`config.mk`:
```
export PLATFORM = sky130hd
export DESIGN_NAME = adcsc_ctrl
export DESIGN_NICKNAME = d
export VERILOG_FILES = /design/src/core/adcsc_pkg.sv /design/src/core/adcsc_ctrl.sv /design/src/core/adcsc_format.sv
export SDC_FILE = /design/constraint.sdc
export NUM_CORES = 1
export LEC_CHECK = 0
export ABC_AREA = 1
export BUFFER_PORTS_ARGS = -buffer_cell sky130_fd_sc_hd__buf_2
export CORE_ASPECT_RATIO = 0.9
export CORE_MARGIN = 2
export CORE_UTILIZATION = 35
export CTS_CLUSTER_DIAMETER = 100
export DETAILED_ROUTE_END_ITERATION = 6
export GPL_TIMING_DRIVEN = 0
export SETUP_SLACK_MARGIN = 0.5
export SLEW_MARGIN = 30
export SYNTH_ARGS = -nofsm -noshare
export SYNTH_HDL_FRONTEND = slang
export SYNTH_SLANG_ARGS = --single-unit
```
`constraint.sdc`:
```
create_clock -name ref_clk_i -period 4.2 [get_ports ref_clk_i]
set_input_delay 0.21 -clock ref_clk_i [delete_from_list [all_inputs] [get_ports ref_clk_i]]
set_output_delay 0.21 -clock ref_clk_i [all_outputs]
set_load 0.02 [all_outputs]
```
`src/core/adcsc_pkg.sv`:
```
// constants and shared types of the converter sequencing control
package adcsc_pkg;
    // register addresses on the plain register port
    localparam int AW = 6;
    localparam logic [5:0] OFF_CON1 = 6'h00;
    localparam logic [5:0] OFF_CON2 = 6'h01;
    localparam logic [5:0] OFF_CON3 = 6'h02;
    localparam logic [5:0] OFF_CHS = 6'h03;
    localparam logic [5:0] OFF_SCAN = 6'h04;
    localparam logic [5:0] OFF_STAT = 6'h05;
    localparam logic [1:0] BUF_PAGE = 2'h1;
    // converter_control_one fields
    localparam int C1_ON = 15;
    localparam int C1_HALT = 13;
    localparam int C1_RESULT_LAYOUT = 8;
    localparam int C1_SRC = 5;
    localparam int C1_AUTO_ACQUIRE_START = 2;
    localparam int C1_ACQUIRE_PHASE = 1;
    localparam int C1_DONE = 0;
    // converter_control_two fields
    localparam int C2_VREF = 13;
    localparam int C2_SCAN = 10;
    localparam int C2_HALF = 7;
    localparam int C2_SEQUENCES_PER_IRQ = 2;
    localparam int C2_SPLIT = 1;
    localparam int C2_ALT = 0;
    // timing, input select and status fields
    localparam int C3_ACQUIRE_TIME_COUNT = 8;
    localparam int C3_CONV_CLOCK_DIVIDER = 0;
    localparam int CH_SB = 8;
    localparam int CH_SA = 0;
    localparam int ST_IRQ = 0;
    // reset value of every control field
    localparam logic [15:0] RST_REG = 16'h0000;
    // trigger source codes
    localparam logic [2:0] TRG_SW = 3'h0;
    localparam logic [2:0] TRG_EXT0 = 3'h1;
    localparam logic [2:0] TRG_T3 = 3'h2;
    localparam logic [2:0] TRG_T5 = 3'h4;
    localparam logic [2:0] TRG_CTU = 3'h6;
    localparam logic [2:0] TRG_AUTO = 3'h7;
    // result layout codes
    localparam logic [1:0] FMT_UINT = 2'h0;
    localparam logic [1:0] FMT_SINT = 2'h1;
    localparam logic [1:0] FMT_UFRAC = 2'h2;
    localparam logic [1:0] FMT_SFRAC = 2'h3;
    // highest code that selects an analog pin, largest legal divider
    localparam logic [4:0] LAST_PIN_CH = 5'h0c;
    localparam logic [7:0] CONV_CLOCK_DIVIDER_MAX = 8'h3f;

    typedef enum logic [1:0] {
        ST_HOLD = 2'b00,
        ST_ACQ = 2'b01,
        ST_CONV = 2'b11
    } adcsc_state_e;

    typedef struct packed {
        logic on;
        logic halt;
        logic [1:0] result_layout;
        logic [2:0] src;
        logic auto_acquire_start;
        logic [2:0] vref;
        logic scan;
        logic [3:0] sequences_per_irq;
        logic split;
        logic alt;
        logic [4:0] acquire_time_count;
        logic [7:0] conv_clock_divider;
        logic [4:0] sel_b;
        logic [4:0] sel_a;
        logic [15:0] mask;
    } adcsc_cfg_s;

    // toward the analog sample-hold and converter core
    typedef struct packed {
        logic sample;
        logic start;
        logic vref_pos_ext;
        logic vref_neg_ext;
        logic [4:0] chan;
        logic internal;
    } adcsc_ana_s;

    // external trigger events, synchronous to the clock
    typedef struct packed {
        logic ctu;
        logic t3;
        logic t5;
        logic ext0;
    } adcsc_trg_s;

    typedef struct packed {
        adcsc_cfg_s cfg;
        adcsc_state_e st;
        logic acquire_phase;
        logic done;
        logic irq;
        logic half;
        logic [3:0] ptr;
        logic [3:0] seq;
        logic use_b;
        logic [3:0] scan_idx;
        logic [7:0] tad_cnt;
        logic [4:0] acq_cnt;
        logic ext0_q;
        logic [15:0] rdata;
        adcsc_ana_s ana;
        logic [15:0][15:0] rbuf;
    } adcsc_q_s;
endpackage

```
`src/core/adcsc_ctrl.sv`:
```
// sequencing control of a 10-bit successive-approximation converter
// Function
// - clearing converter_on stops operation and discards the result buffer.
// - halt_in_idle set freezes the converter while the device idles.
// - result_layout gives unsigned or signed integer, or left-justified fractions.
// - trigger 000 converts when software clears acquire_phase.
// - trigger 111 converts after acquire_time_count conversion clocks.
// - codes 110, 100, 010, 001 convert on external events; 101, 011 unused.
// - auto_acquire_start restarts acquisition after each conversion.
// - without auto start, acquisition begins only when software sets acquire_phase.
// - acquire_phase reads 1 while acquiring, 0 while holding.
// - done reads 1 after a conversion; software may clear it.
// - reference_select picks supply or external references; 1xx acts as 000.
// - scan_enable steps setting A through the scan channels.
// - interrupt flag rises after sequences_per_irq plus one sequences.
// - buffer_split_mode makes two alternating 8-word halves, else one 16-word.
// - active_half_flag 1 means entries 08-0F are being filled.
// - mux_toggle_mode uses A first, then alternates B and A.
// - thirteen analog pin channels, sixteen-word result buffer.
// - acquire_time_count gives 0 to 31 conversion clock periods.
// - conversion clock period is clock period times divider plus one, with the divider capped at 63.
// - input select codes 00000 to 01100 are pins, higher are internal.
// - scanning steps through the channels set in scan_channel_mask; an empty mask selects channel 15.
`timescale 1ns/1ps
module adcsc_ctrl (
    input wire logic ref_clk_i,
    input wire logic nrst_i,
    input wire logic [adcsc_pkg::AW-1:0] addr_i,
    input wire logic [15:0] wr_data_i,
    input wire logic wr_i,
    input wire logic rd_i,
    output logic [15:0] rd_data_o,
    input wire logic idle_i,
    input wire adcsc_pkg::adcsc_trg_s trg_i,
    input wire logic conv_done_i,
    input wire logic [9:0] conv_data_i,
    output adcsc_pkg::adcsc_ana_s ana_o,
    output logic converter_irq_flag_o
);
    adcsc_pkg::adcsc_q_s q;
    adcsc_pkg::adcsc_q_s d;
    logic [15:0] fmt;
    logic run;
    logic tad_tick;
    logic fire;
    logic wrap;
    logic [7:0] div;
    logic [3:0] waddr;
    logic [4:0] chan;

    // next channel set in the mask after cur, wrapping; keeps cur if none
    function automatic logic [3:0] next_scan(input logic [3:0] cur, input logic [15:0] mask);
        logic [3:0] idx;
        logic [3:0] res;
        logic hit;
        res = cur;
        hit = 1'b0;
        for (int i = 1; i <= 16; i++) begin
            idx = 4'(cur + 4'(i));
            if (!hit && mask[idx]) begin
                res = idx;
                hit = 1'b1;
            end
        end
        return res;
    endfunction

    // layout of the incoming result
    adcsc_format u_format (
        .raw_i(conv_data_i),
        .result_layout_i(q.cfg.result_layout),
        .word_o(fmt)
    );

    // conversion clock, acquisition trigger and buffer address
    always_comb begin
        run = q.cfg.on && !(q.cfg.halt && idle_i);
        div = (q.cfg.conv_clock_divider > adcsc_pkg::CONV_CLOCK_DIVIDER_MAX) ? adcsc_pkg::CONV_CLOCK_DIVIDER_MAX : q.cfg.conv_clock_divider;
        tad_tick = (q.tad_cnt >= div);
        unique case (q.cfg.src)
            adcsc_pkg::TRG_SW: fire = !q.acquire_phase;
            adcsc_pkg::TRG_EXT0: fire = trg_i.ext0 && !q.ext0_q;
            adcsc_pkg::TRG_T3: fire = trg_i.t3;
            adcsc_pkg::TRG_T5: fire = trg_i.t5;
            adcsc_pkg::TRG_CTU: fire = trg_i.ctu;
            adcsc_pkg::TRG_AUTO: fire = (q.acq_cnt >= q.cfg.acquire_time_count);
            default: fire = 1'b0; // reserved codes never end acquisition
        endcase
        wrap = (q.seq == q.cfg.sequences_per_irq);
        // split mode keeps the pointer inside the half being filled
        waddr = q.cfg.split ? {q.half, q.ptr[2:0]} : q.ptr;
        if (q.use_b) begin
            chan = q.cfg.sel_b;
        end else if (q.cfg.scan) begin
            chan = {1'b0, q.scan_idx};
        end else begin
            chan = q.cfg.sel_a;
        end
    end

    // whole next-state update
    always_comb begin
        d = q;
        d.ext0_q = trg_i.ext0;
        d.rdata = adcsc_pkg::RST_REG;
        d.ana.start = 1'b0;

        // software writes; hardware updates below take priority
        if (wr_i) begin
            if (addr_i == adcsc_pkg::OFF_CON1) begin
                d.cfg.on = wr_data_i[adcsc_pkg::C1_ON];
                d.cfg.halt = wr_data_i[adcsc_pkg::C1_HALT];
                d.cfg.result_layout = wr_data_i[adcsc_pkg::C1_RESULT_LAYOUT +: 2];
                d.cfg.src = wr_data_i[adcsc_pkg::C1_SRC +: 3];
                d.cfg.auto_acquire_start = wr_data_i[adcsc_pkg::C1_AUTO_ACQUIRE_START];
                d.acquire_phase = wr_data_i[adcsc_pkg::C1_ACQUIRE_PHASE];
                if (!wr_data_i[adcsc_pkg::C1_DONE]) begin
                    d.done = 1'b0;
                end
            end else if (addr_i == adcsc_pkg::OFF_CON2) begin
                d.cfg.vref = wr_data_i[adcsc_pkg::C2_VREF +: 3];
                d.cfg.scan = wr_data_i[adcsc_pkg::C2_SCAN];
                d.cfg.sequences_per_irq = wr_data_i[adcsc_pkg::C2_SEQUENCES_PER_IRQ +: 4];
                d.cfg.split = wr_data_i[adcsc_pkg::C2_SPLIT];
                d.cfg.alt = wr_data_i[adcsc_pkg::C2_ALT];
            end else if (addr_i == adcsc_pkg::OFF_CON3) begin
                d.cfg.acquire_time_count = wr_data_i[adcsc_pkg::C3_ACQUIRE_TIME_COUNT +: 5];
                d.cfg.conv_clock_divider = wr_data_i[adcsc_pkg::C3_CONV_CLOCK_DIVIDER +: 8];
            end else if (addr_i == adcsc_pkg::OFF_CHS) begin
                d.cfg.sel_b = wr_data_i[adcsc_pkg::CH_SB +: 5];
                d.cfg.sel_a = wr_data_i[adcsc_pkg::CH_SA +: 5];
            end else if (addr_i == adcsc_pkg::OFF_SCAN) begin
                d.cfg.mask = wr_data_i;
            end else if (addr_i == adcsc_pkg::OFF_STAT) begin
                if (!wr_data_i[adcsc_pkg::ST_IRQ]) begin
                    d.irq = 1'b0;
                end
            end
        end

        // register reads, answer in the next cycle only
        if (rd_i) begin
            if (addr_i[5:4] == adcsc_pkg::BUF_PAGE) begin
                d.rdata = q.rbuf[addr_i[3:0]];
            end else begin
                case (addr_i)
                    adcsc_pkg::OFF_CON1: begin
                        d.rdata[adcsc_pkg::C1_ON] = q.cfg.on;
                        d.rdata[adcsc_pkg::C1_HALT] = q.cfg.halt;
                        d.rdata[adcsc_pkg::C1_RESULT_LAYOUT +: 2] = q.cfg.result_layout;
                        d.rdata[adcsc_pkg::C1_SRC +: 3] = q.cfg.src;
                        d.rdata[adcsc_pkg::C1_AUTO_ACQUIRE_START] = q.cfg.auto_acquire_start;
                        d.rdata[adcsc_pkg::C1_ACQUIRE_PHASE] = q.acquire_phase;
                        d.rdata[adcsc_pkg::C1_DONE] = q.done;
                    end
                    adcsc_pkg::OFF_CON2: begin
                        d.rdata[adcsc_pkg::C2_VREF +: 3] = q.cfg.vref;
                        d.rdata[adcsc_pkg::C2_SCAN] = q.cfg.scan;
                        d.rdata[adcsc_pkg::C2_HALF] = q.half;
                        d.rdata[adcsc_pkg::C2_SEQUENCES_PER_IRQ +: 4] = q.cfg.sequences_per_irq;
                        d.rdata[adcsc_pkg::C2_SPLIT] = q.cfg.split;
                        d.rdata[adcsc_pkg::C2_ALT] = q.cfg.alt;
                    end
                    adcsc_pkg::OFF_CON3: begin
                        d.rdata[adcsc_pkg::C3_ACQUIRE_TIME_COUNT +: 5] = q.cfg.acquire_time_count;
                        d.rdata[adcsc_pkg::C3_CONV_CLOCK_DIVIDER +: 8] = q.cfg.conv_clock_divider;
                    end
                    adcsc_pkg::OFF_CHS: begin
                        d.rdata[adcsc_pkg::CH_SB +: 5] = q.cfg.sel_b;
                        d.rdata[adcsc_pkg::CH_SA +: 5] = q.cfg.sel_a;
                    end
                    adcsc_pkg::OFF_SCAN: d.rdata = q.cfg.mask;
                    adcsc_pkg::OFF_STAT: d.rdata[adcsc_pkg::ST_IRQ] = q.irq;
                    default: d.rdata = adcsc_pkg::RST_REG; // unmapped reads zero
                endcase
            end
        end

        // sequencing; everything holds while halted in idle
        if (!q.cfg.on) begin
            d.st = adcsc_pkg::ST_HOLD;
            d.rbuf = '0;
            d.ptr = 4'h0;
            d.seq = 4'h0;
            d.half = 1'b0;
            d.use_b = 1'b0;
            d.tad_cnt = 8'h00;
            d.acq_cnt = 5'h00;
            d.scan_idx = next_scan(4'hf, q.cfg.mask);
        end else if (run) begin
            d.tad_cnt = tad_tick ? 8'h00 : 8'(q.tad_cnt + 8'h01);
            unique case (q.st)
                adcsc_pkg::ST_HOLD: begin
                    d.acq_cnt = 5'h00;
                    if (q.acquire_phase) begin
                        d.st = adcsc_pkg::ST_ACQ;
                    end
                end
                adcsc_pkg::ST_ACQ: begin
                    if (tad_tick && q.acq_cnt != 5'h1f) begin
                        d.acq_cnt = 5'(q.acq_cnt + 5'h01);
                    end
                    if (fire) begin
                        d.acquire_phase = 1'b0;
                        d.st = adcsc_pkg::ST_CONV;
                        d.ana.start = 1'b1;
                    end
                end
                adcsc_pkg::ST_CONV: begin
                    d.acq_cnt = 5'h00;
                    if (conv_done_i) begin
                        d.rbuf[waddr] = fmt;
                        d.done = 1'b1;
                        // auto start wins over a software clear in this cycle
                        if (q.cfg.auto_acquire_start) begin
                            d.acquire_phase = 1'b1;
                            d.st = adcsc_pkg::ST_ACQ;
                        end else begin
                            d.st = adcsc_pkg::ST_HOLD;
                        end
                        d.use_b = q.cfg.alt && !q.use_b;
                        if (!q.use_b && q.cfg.scan) begin
                            d.scan_idx = next_scan(q.scan_idx, q.cfg.mask);
                        end
                        if (wrap) begin
                            d.irq = 1'b1;
                            d.seq = 4'h0;
                            d.ptr = 4'h0;
                            d.half = q.cfg.split && !q.half;
                            d.use_b = 1'b0;
                            d.scan_idx = next_scan(4'hf, q.cfg.mask);
                        end else begin
                            d.seq = 4'(q.seq + 4'h1);
                            d.ptr = 4'(q.ptr + 4'h1);
                        end
                    end
                end
                default: d.st = adcsc_pkg::ST_HOLD; // illegal code recovers
            endcase
        end

        // analog side controls, registered
        d.ana.sample = (d.st == adcsc_pkg::ST_ACQ);
        d.ana.vref_pos_ext = !q.cfg.vref[2] && q.cfg.vref[0];
        d.ana.vref_neg_ext = !q.cfg.vref[2] && q.cfg.vref[1];
        d.ana.chan = chan;
        d.ana.internal = (chan > adcsc_pkg::LAST_PIN_CH);
    end

    // single state register; every control field clears at reset
    always_ff @(posedge ref_clk_i or negedge nrst_i) begin
        if (!nrst_i) begin
            q <= '0;
        end else begin
            q <= d;
        end
    end

    // outputs straight from flops
    assign rd_data_o = q.rdata;
    assign ana_o = q.ana;
    assign converter_irq_flag_o = q.irq;
endmodule

```
`src/core/adcsc_format.sv`:
```
// result layout of a 10-bit conversion into a 16-bit buffer word
`timescale 1ns/1ps
module adcsc_format (
    input wire logic [9:0] raw_i,
    input wire logic [1:0] result_layout_i,
    output logic [15:0] word_o
);
    logic [9:0] sgn;

    // signed codes are offset binary: flip the top bit for two's complement
    always_comb begin
        sgn = {~raw_i[9], raw_i[8:0]};
        unique case (result_layout_i)
            adcsc_pkg::FMT_UINT: word_o = {6'h00, raw_i};
            adcsc_pkg::FMT_SINT: word_o = {{6{sgn[9]}}, sgn};
            adcsc_pkg::FMT_UFRAC: word_o = {raw_i, 6'h00};
            adcsc_pkg::FMT_SFRAC: word_o = {sgn, 6'h00};
        endcase
    end
endmodule

```
Yosys cells after proc, flatten, opt, wreduce, memory -nomap -nowiden:

Cells that the tools add are included.

* register bits: 372
* input port bits: 42
* output and inout port bits: 27
* logic and storage cells: 595

* add/subtract/negate cells: 19
* order comparisons: 23
* equality and inequality tests: 28
* multiplexer cells: 350
* bitwise gates (word level): 5
* reduce and logical (&&, ||, !) cells: 120

Operator list (count)
* $mux W256: 4
* $bwmux W256: 1
* $mux W1: 239
* $mux W4: 49
* $lt A4 B5 Y1 const B: 18
* $mux W16: 5
* $bmux W1 S4: 16
* $bmux W16 S4: 1
* $demux W16 S4: 1
* $pmux W16 S4: 1
* $logic_and A1 B1 Y1: 55
* $logic_not A1 Y1: 51
* $add A4 B4 Y4 const B: 8
* $mux W32: 1
* $mux W27: 1
* $mux W8: 3
* $mux W5: 4
* $mux W19: 1
* $ne A17 B1 Y1 const B: 1
* $add A4 B3 Y4 const B: 4
* $pmux W2 S4: 2
* $add A4 B1 Y4 const B: 3
* $eq A6 B2 Y1 const B: 2
* $eq A6 B3 Y1 const B: 2
* 40 further kinds: 72

Logic depth before layout (Yosys ltp):

Gate-level depths: netlist of the first run.

* word-level depth: 131
* gate-level depth with buffers: 33
* gate-level depth less buffers: 32

Modules after synthesis:

From an unflattened synthesis of the first run, not the netlist that was laid out.

* cells, all modules: 2228
* area, all modules: 18759.2 µm²

Modules (own cells, without submodules)
* adcsc_ctrl: times used 1, cells each 2191, area an instance 18586.6 µm², seq. area each 9308.9 µm²
* adcsc_format: times used 1, cells each 37, area an instance 172.7 µm², seq. area each 0.0 µm²

Least setup slack after synthesis of the first run:

OpenSTA, ideal clock, no wires.

* path type: flip-flop to flip-flop
* from: register q[297] in the netlist's numbering
* to: register q[297] in the netlist's numbering
* setup time: 116 ps
* arrival time: 3206 ps
* data required time: 4084 ps
* setup slack: 878 ps
* stages on the path, launching flop included: 29
* path buffers: 2
* clock period less this slack: 3322 ps
* path through: dfrtp_1 inv_1 buf_2 ha_1 inv_1 buf_2 nand3_1 nand3_1 nand3_1 nand2_2 nand3_4 nor2_4 nand3_2 nor2_4 nand2_2 nor2_4 nand3_4 nor2_4 nand2_2 nor2_2 inv_2 o21ai_1 inv_1 nand2_1 nand2_1 nand2_1 nand2_1 nand2_1 nand2_1

* longest elaborated chain between the ends: 125
* elaborated cells between the ends (all ways): 192
* classes of those cells: add/sub (15); eq/ne (2); mux (144); reduce/logical (31)

Ends and longest elaborated chain
* start, declared: line adcsc_ctrl.sv:40 `adcsc_pkg::adcsc_q_s q;`
* start signal, assigned: line adcsc_ctrl.sv:253 `q <= '0;`
* start signal, assigned: line adcsc_ctrl.sv:255 `q <= d;`
* $add A4 B1 Y4: line adcsc_ctrl.sv:59 `idx = 4'(cur + 4'(i));`
* $bmux W1 S4: line adcsc_ctrl.sv:60 `if (!hit && mask[idx]) begin`
* $mux W1 (implied by the code): line adcsc_ctrl.sv:60
* $mux W1: line adcsc_ctrl.sv:60
* $mux W1: line adcsc_ctrl.sv:222 `if (!q.use_b && q.cfg.scan) begin`
* $mux W1: line adcsc_ctrl.sv:211 `if (conv_done_i) begin`
* $mux W1: line adcsc_ctrl.sv:192 `unique case (q.st)`
* $mux W1: line adcsc_ctrl.sv:190 `end else if (run) begin`
* [... 109 more ...]
* $mux W1: line adcsc_ctrl.sv:211
* $mux W1: line adcsc_ctrl.sv:192
* $mux W1: line adcsc_ctrl.sv:190
* $mux W1: line adcsc_ctrl.sv:180 `if (!q.cfg.on) begin`
* $logic_not A1 Y1: line adcsc_ctrl.sv:60
* $logic_and A1 B1 Y1: line adcsc_ctrl.sv:60
* $ne A3 B3 Y1 (no line)
* $reduce_and A6 Y1 (no line)

Parallel ways exist; a longest one is shown, timed or not. The select of a mux whose other input is x is not followed.
A chain may end at the register's enable or synchronous reset.

Final worst setup path of the first run:

* from: register q[296] in the netlist's numbering
* to: register q[297] in the netlist's numbering

Same word-level chain as after synthesis.

==> run metrics, run 1 <==
DRT Pass-1 Iters=6; Worst Setup End Kind=flip-flop; Initial Utilization=35.59%; Yosys cell types=55; Fill cells=5197; Site Rows=80; Synth Area per Inst=8.285 µm²; TritonCTS clock tree=done; H-tree levels=2; CORE AREA=53350 µm²; FF-to-FF End=q[297]; largest net degree at the start of global routing=88; # DRC=0; CP Class=flip-flop to flip-flop; Post-layout nets=2531; Via Count=18440; vias in the first global route=17240; Final Hold Violating Endpoints=0; YS warnings=0; Layout area overhead=19.02%; unrepaired setup endpoints after global routing=yes; Fmax=278.0 MHz; Routed Antenna Nets=0; Multi-input gate area=8436 µm²; worst slew pin tran=1092 ps; global route overflow=0; Setup Viol. Count Final=0; asr flop ratio synth=100.0%; Ports=69; Die Area=56140 µm²; n_diodes=0; worst hold margin=38.31 ps; antenna violations before repair=2; die width=249.5 µm; Final Cycle Share=85.63%; clock skew=33.83 ps; first-pass GRT wire length=105200 µm; power per standard cell area=568.5 nW/µm²; Max IR drop VDD=0.0003428 V; synthesized area=18990 µm²; sequential cell area fraction in the yosys report=49.02%; Synth Flop Type=dfrtp_1; Reg area=9313 µm²; GP Congestion=0.9769; clock latency at the later pin of the worst-skew pair=600 ps; final wirelength=70160 µm; Worst R2R Setup Slack=600 ps; Avg WL per Cell=22.03 µm; Slew Viols, Final=0; overall die height=225.0 µm; post-route minimum period=3597 ps; reg2reg path depth=26; Iteration-0 DRC Markers=2424; clk slew on worst S/H paths=60 ps; Post-synth EDFFs=0; Pleak=0.009960 µW; maxcap violations=0; outcome=completed; CP Data Required Time=4700 ps; Power, Total=12850 µW; Root Buffer=clkbuf_16; clock sinks=372; Port Buffer Count=65; clock buffer depth=3; CTS buffer count=43; critical path endpoint=q[297]; post-DP HPWL=51690 µm; Arr. time, crit path=4100 ps; RR Startpoint=q[296]; vias per inst=5.788; CP Launch Type=flip-flop; synthesized flop and latch total=372; Max FO, Critical Path=9; Slew headroom=27.22%; Hold Path Class=input port to flip-flop; Global Route Usage Sum=24.50%; CP startpoint=q[296]; ratio of cells with drive above 1 in the final layout=12.06%; post-synthesis instance total=2292
synthesized netlist by cell type, types with 4 or more instances:
master,count,area [µm²]
a2111oi_0,5,43.79
a21oi_1,35,175.2
a221oi_1,12,105.1
a22oi_1,8,60.06
a311oi_1,5,43.79
a31oi_1,19,118.9
buf_1,23,86.33
buf_2,6,30.03
buf_4,28,210.2
clkbuf_1,103,386.6
clkinv_1,5,18.77
dfrtp_1,372,9309
ha_1,33,412.9
inv_1,215,807.0
inv_2,10,37.54
nand2_1,338,1269
nand2_2,8,50.05
nand3_1,320,1602
nand3b_1,4,30.03
nand4_1,11,68.82
nor2_1,104,390.4
nor2_4,5,56.30
nor3_1,28,140.1
o2111ai_1,10,87.58
o211ai_1,24,180.2
o21ai_0,330,1652
o21ai_1,6,30.03
o22ai_1,158,988.5
o311ai_0,8,70.07
o31ai_1,7,52.55
xor2_1,17,148.9
worst max-delay path, stage by stage, from the launching register on:
cell      delay [ps]
dfrtp_2          420
clkinv_4         110
buf_12           140
ha_4             280
buf_12           140
nand3_2          110
nand3_2          120
nand3_1          100
nand2_2           90
nand3_4           80
nor2_4           160
nand3_2          120
nor2_4           160
nand2_2           90
nor2_4           170
nand3_4          130
nor2_4           160
nand2_4           90
nor2_4           160
nand2_4          100
nand2_2          110
inv_2             50
nand3b_1         100
nand2_1           70
nor3_2           150
nand2_1           60
nand2_1           50
layer usage:
metal	vias up	global-route usage (%)	routed length, µm
met4	4	9.580	2809
met3	177	5.313	6766
li1	8280	-	-
met1	8967	35.03	30740
met5	-	0	21
met2	1008	36.17	29820
area by class of cell:
| type | count | area share [%] |
|---|---|---|
| clock inverter | 17 | 1.046 |
| timing repair buffer | 118 | 3.726 |
| inverter | 231 | 3.914 |
| buffer | 161 | 3.482 |
| clock buffer | 60 | 5.442 |
| tap | 697 | 3.859 |
| multi-input combinational | 1529 | 37.32 |
| sequential | 372 | 41.21 |
registers in the layout, summed over array words and instances, names as in the netlist:
| signal | count |
|---|---|
| ana_o | 10 |
| converter_irq_flag_o | 1 |
| q | 345 |
| rd_data_o | 16 |
cell usage in the layout, fill, tap and decap left out, types with 23 or more instances in the layout:
master,n
dfrtp_1,369
nand2_1,335
o21ai_0,329
nand3_1,294
inv_1,211
o22ai_1,158
clkbuf_1,110
nor2_1,100
buf_2,68
buf_4,63
clkbuf_16,43
a21oi_1,35
ha_1,29
nor3_1,27
o211ai_1,24
buf_1,23
per-stage QoR:
stage / util, % / TNS [ps] / setup slack (ps) / cells / area, µm²
2_1_floorplan: - / 0 / 877.7 / 2293 / 18990
3_3_place_gp: 37.84 / -1571800 / -4246 / 3055 / 20190
3_5_place_dp: 38.12 / 0 / 107.2 / 3060 / 20340
4_1_cts: 41.20 / 0 / 507.4 / 3150 / 21980
5_1_grt: 42.36 / 0 / 389.5 / 3185 / 22600
6_report: 42.36 / 0 / 603.4 / 3185 / 22600
how the worst min path moves through the flow:
stage,slack (ps),cells after the start,start,end
floorplan,-90,0,nrst_i,ana_o[0]
global placement,340,1,trg_i[0],q[282]
detailed placement,190,1,nrst_i,q[61]
CTS,10,5,idle_i,q[290]
global route,40,3,wr_data_i[3],q[344]
finish,40,3,wr_data_i[4],q[335]
where the power goes:
part / internal, µW / switching, µW / leakage [µW]
combinational: 1780 / 3360 / 0.00411
sequential: 3710 / 144 / 0.00513
clock: 2300 / 1560 / 0.000717
logic make-up (layout without fill, tap and decap cells):
logic type,Yosys count,after routing,synth area share [%]
flip-flops,372,372,49.02
buffers and inverters,392,587,8.394
AND/OR/NAND/NOR,830,830,19.62
other,1,2,0.01975
adder cells (fa/ha/maj),33,33,2.174
XOR/XNOR,19,19,0.9159
AO/OA/AOI/OAI,645,645,19.85
repair_timing:
| action | CTS | global route |
|---|---|---|
| setup buffers | 2 | 35 |
| hold endpoints to repair | 92 | 0 |
| resized for setup | 14 | 75 |
| endpoints found under the setup margin | 35 | 35 |
| hold buffers | 11 | 0 |
| pin swaps | 1 | 22 |
(Power assumes the default switching activity.)
==> run 2, diff against run 1 <==
--- a/config.mk
+++ b/config.mk
@@ -9,10 +9,11 @@
 export BUFFER_PORTS_ARGS = -buffer_cell sky130_fd_sc_hd__buf_2
 export CORE_ASPECT_RATIO = 0.9
 export CORE_MARGIN = 2
-export CORE_UTILIZATION = 35
+export CORE_UTILIZATION = 61
 export CTS_CLUSTER_DIAMETER = 100
 export DETAILED_ROUTE_END_ITERATION = 6
 export GPL_TIMING_DRIVEN = 0
+export PLACE_DENSITY = 0.79
 export SETUP_SLACK_MARGIN = 0.5
 export SLEW_MARGIN = 30
 export SYNTH_ARGS = -nofsm -noshare
==> run 2 against run 1 <==
- non-clock buffer count down 13
- core utilization rose by 29 points
- wire length decreased by 3.3%
- sequential share of layout area up 1.2 points
- combinational power about the same
- first-iteration DRC count is 16% higher
- design area fell by 2.9%
- power down 2.8%
- setup slack got worse by 18 ps
- clock power decreased by 8.0%
- via count rose by 2.7%
- highest routed layer is now met4
==> run metrics, run 2 (synthesis results as in run 1) <==
outcome=completed; post-DP HPWL=48940 µm; clock latency at the later pin of the worst-skew pair=550 ps; maxcap violations=0; most frequent cells in the layout=dfrtp_1, nand2_1, o21ai_0; Pleak=0.009839 µW; # DRC=0; CORE AREA=30760 µm²; first-pass GRT wire length=102100 µm; Arr. time, crit path=4050 ps; Hold Path Class=input port to flip-flop; Slew headroom=28.17%; Iteration-0 DRC Markers=2809; ratio of cells with drive above 1 in the final layout=11.38%; Post-layout nets=2515; Global Route Usage Sum=41.51%; reg2reg path depth=25; Max FO, Critical Path=10; FF-to-FF End=q[296]; Site Rows=61; CP startpoint=q[296]; Slew Viols, Final=0; n_diodes=0; placed instance area=19960 µm²; clock buffer depth=3; clock sinks=372; overall die height=171.4 µm; critical path endpoint=q[296]; Initial Utilization=61.74%; final wirelength=67860 µm; largest net degree at the start of global routing=88; power per standard cell area=569.0 nW/µm²; Ports=69; RR Startpoint=q[296]; vias in the first global route=17850; worst hold margin=30.83 ps; H-tree levels=2; post-route minimum period=3615 ps; CTS buffer count=40; cell area after layout=21950 µm²; CP Launch Type=flip-flop; clk slew on worst S/H paths=60 ps; most flop-heavy register=q; DRT Pass-1 Iters=6; antenna violations before repair=0; CP Class=flip-flop to flip-flop; Final Cycle Share=86.07%; CP Data Required Time=4630 ps; Layout area overhead=15.60%; Die Area=32560 µm²; die width=190.0 µm; Max IR drop VDD=0.0008110 V; Fmax=276.6 MHz; Port Buffer Count=65; fin util=71.37%; Root Buffer=clkbuf_16; Avg WL per Cell=23.58 µm; Routed Antenna Nets=0; clock skew=21.07 ps; most common cell after layout, fill and taps aside=dfrtp_1; max FFs per register=345; Via Count=18940; unrepaired setup endpoints after global routing=yes; Worst Setup End Kind=flip-flop; Final Hold Violating Endpoints=0; worst slew pin tran=1074 ps; Setup Viol. Count Final=0; global route overflow=0; GP Congestion=1.075; vias per inst=6.581; Worst R2R Setup Slack=590 ps; TritonCTS clock tree=done
-- run 2: changes by cell type in the layout (fill, tap and decap cells not counted), sizes merged --
cell / change
buf: -6
bufinv: -1
clkbuf: -2
clkinv: -1
clkinvlp: -1
dlygate4sd3: -7
inv: -1
-- run 2: repair_timing --
action | 4_1_cts | 5_1_grt
setup buffers | 2 | 30
resized for setup | 13 | 70
pin swaps | 2 | 27
hold endpoints to repair | 66 | 0
setup endpoints to repair | 13 | 20
hold buffers | 4 | 0
-- run 2: stage by stage --
stage / std cells / power, µW / setup WS (ps) / setup TNS (ps)
2_1_floorplan: 2293 / 6712 / 877.7 / 0
3_3_place_gp: 2767 / 7827 / -4114 / -1515990
3_5_place_dp: 2771 / 7881 / 144.4 / 0
4_1_cts: 2848 / 11490 / 484.6 / 0
5_1_grt: 2878 / 13070 / 391.6 / 0
6_report: 2878 / 12490 / 585.1 / 0
-- run 2: per-layer routing --
layer,vias to the layer above,part of all wire [%],global-route usage [%]
met1,9111,38,54.71
met4,0,6.3,22.41
met5,-,0,0
met2,1294,45,64.22
li1,8247,-,-
met3,287,11,9.610
-- run 2: critical path, cell delays in order (launching register included) --
cell	delay, ps
dfrtp_2	400
clkinv_4	90
buf_8	150
ha_4	280
buf_8	140
nand3_1	130
nand3_2	120
nand3_2	90
nand2_2	120
nand3_4	110
nor2_4	190
nand3_4	100
nor2_4	170
nand2_4	70
nor2_4	120
nand3_4	130
nor2_4	160
nand2_4	90
nor2_4	170
nand2_4	100
nand2_2	110
inv_2	50
nand4_1	80
nand3_2	100
o21ai_2	140
nand2_1	70
-- run 2: worst min-delay path by stage --
stage                  start       end  slack, ps  cells past startpoint
2_1_floorplan         nrst_i  ana_o[0]        -90                      0
3_3_place_gp        trg_i[0]    q[282]        340                      1
3_5_place_dp          nrst_i  ana_o[9]        180                      1
4_1_cts         wr_data_i[6]    q[321]         20                      3
5_1_grt        wr_data_i[10]    q[338]         50                      3
6_report       wr_data_i[10]    q[325]         30                      3
-- run 2: area by class of cell --
cell class              instances  area, µm²
well taps                     409      511.7
clock buffers                  58       1159
plain buffers                 161      769.5
flip-flops and latches        372       9311
fillers                      2407       8807
multi-input cells            1529       8417
repair buffers                105      738.2
clock inverters                13      158.9
inverters                     231      885.9
-- run 2: power breakdown --
part | internal, µW | total (µW) | switching [µW]
Sequential | 3700 | 3830 | 128
Combinational | 1690 | 5110 | 3410
Clock | 2100 | 3550 | 1450
Total | 7500 | 12500 | 4990
==> run 3, diff against run 2 <==
--- a/config.mk
+++ b/config.mk
@@ -13,7 +13,7 @@
 export CTS_CLUSTER_DIAMETER = 100
 export DETAILED_ROUTE_END_ITERATION = 6
 export GPL_TIMING_DRIVEN = 0
-export PLACE_DENSITY = 0.79
+export PLACE_DENSITY = 0.83
 export SETUP_SLACK_MARGIN = 0.5
 export SLEW_MARGIN = 30
 export SYNTH_ARGS = -nofsm -noshare
==> run 3 against run 2 <==
- the flow now finishes with violations (hold timing)
- worst hold slack got worse by 32 ps
- global-route usage rose by 1.7 points
- fmax fell by 0.34%
- clock skew fell by 11 ps
- via count rose by 3.0%
- sequential cell count did not move
- critical path depth fell by 15
- largest cell class unchanged
==> run metrics, run 3 (synthesis results as in run 1) <==
GP Congestion=1.049; Iteration-0 DRC Markers=3356; Fmax=275.7 MHz; largest net degree at the start of global routing=90; clock latency at the later pin of the worst-skew pair=550 ps; Ports=69; most common cell after layout, fill and taps aside=dfrtp_1; most frequent cells in the layout=dfrtp_1, nand2_1, o21ai_0; die width=190.0 µm; ratio of cells with drive above 1 in the final layout=11.12%; Final Cycle Share=86.36%; clk slew on worst S/H paths=60 ps; vias per inst=6.781; Hold Path Class=input port to flip-flop; Site Rows=61; HP Start=wr_data_i[12]; Initial Utilization=61.74%; CTS buffer count=39; Final Hold Violating Endpoints=2; clock buffer depth=3; most flop-heavy register=q; # DRC=0; worst path cell trace=ha_1, inv_1, nor3_4, nor2_1, clkinv_1, clkbuf_1, nand3_1, clkbuf_1, nand3_1, o21ai_0; Setup Viol. Count Final=0; CORE AREA=30760 µm²; worst slew pin tran=1192 ps; reg2reg path depth=10; global route overflow=0; clock sinks=372; Routed Antenna Nets=0; first-pass GRT wire length=106000 µm; outcome=finished, violations left; RR Startpoint=q[313]; post-route minimum period=3627 ps; DRT Pass-1 Iters=6; unrepaired setup endpoints after global routing=yes; Worst R2R Setup Slack=570 ps; Min-Delay Path Depth=3; vias in the first global route=17990; CP Launch Type=flip-flop; H-tree levels=2; Arr. time, crit path=4010 ps; maxcap violations=0; Setup Total Neg Slack=0 ps; Port Buffer Count=65; FF-to-FF End=q[55]; Max FO, Critical Path=10; TritonCTS clock tree=done; Die Area=32560 µm²; Power, Total=12450 µW; final wirelength=70960 µm; Max IR drop VDD=0.0003442 V; Post-layout nets=2512; CP Data Required Time=4580 ps; slowest CP cell=nor3_4; Slew headroom=20.36%; Pleak=0.009801 µW; max FFs per register=345; power per standard cell area=569.2 nW/µm²; violated checks=hold timing; Via Count=19510; Max stage delay on crit path=460 ps; antenna violations before repair=3; CP Class=flip-flop to flip-flop; worst hold margin=-1.383 ps; placed cells=2771; final non-filler cell total=2877; Root Buffer=clkbuf_16; Global Route Usage Sum=43.24%; Layout area overhead=15.19%; Worst Setup End Kind=flip-flop; Hold EP=q[353]; overall die height=171.4 µm; Slew Viols, Final=0; clock skew=9.747 ps; post-DP HPWL=50160 µm; Avg WL per Cell=24.67 µm
run 3: cell count changes in the layout (fill, tap and decap cells not counted), moves of 5 or more:
| cell | previous run | this run |
|---|---|---|
| o311ai_1 | 0 | 5 |
| nand3_4 | 10 | 4 |
| nand3_1 | 294 | 302 |
| o311ai_0 | 8 | 3 |
| clkbuf_1 | 110 | 105 |
run 3: layout make-up:
class | count | area [µm²]
Antenna cell | 3 | 7.507
Buffer | 161 | 769.5
Clock buffer | 52 | 1147
Clock inverter | 17 | 215.2
Fill cell | 2357 | 8884
Inverter | 231 | 878.3
Multi-Input combinational cell | 1529 | 8319
Sequential cell | 372 | 9311
Tap cell | 409 | 511.7
Timing Repair Buffer | 103 | 714.4
run 3: worst max path at each step:
stage | startpoint | endpoint | slack [ps] | cells past startpoint
2_1_floorplan | q[297] | q[297] | 880 | 28
3_3_place_gp | nrst_i | q[209] | -4090 | 1
3_5_place_dp | q[297] | q[297] | 70 | 28
4_1_cts | q[296] | q[297] | 500 | 28
5_1_grt | q[296] | q[297] | 390 | 28
6_report | q[313] | q[55] | 570 | 10
run 3: per-layer routing:
metal / global-route usage, % / share of wire, % / wire length (µm)
met1: 59.51 / 38 / 26960
met5: 0 / 0.020 / 14
met4: 20.19 / 5.5 / 3881
met3: 15.67 / 15 / 10800
met2: 61.03 / 41 / 29310
run 3: timing repair:
action	in CTS	in global routing
gates resized for setup	17	46
pin swaps	2	18
endpoints found under the hold margin	87	0
hold buffers	4	0
endpoints found under the setup margin	4	35
gates cloned	0	0
buffers inserted	3	27
run 3: where the power goes:
part	switching, µW	internal (µW)	leakage, µW	total, µW
logic	3290	1610	0.00399	4890
clock network	1490	2220	0.000676	3710
registers	146	3700	0.00513	3850
total	4920	7530	0.00980	12500
run 3: stage by stage:
step                util (%)  worst slack (ps)  area [µm²]  hold WS, ps
finish                 71.12             573.0       21870       -1.383
global route           71.09             388.5       21870        31.94
CTS                    69.73             504.7       21450        3.332
detailed placement     64.91             72.30       19960        251.2
global placement       64.47             -4091       19830        347.2
floorplan                  -             877.7       18990       -85.59
run 3: critical path, delay by kind of cell, from the launching register on:
family / cells / cell delay, ps
buffers and inverters: 4 / 1250
AND/OR/NAND/NOR: 4 / 1210
flip-flops: 1 / 450
adder cells (fa/ha/maj): 1 / 420
AO/OA/AOI/OAI: 1 / 110
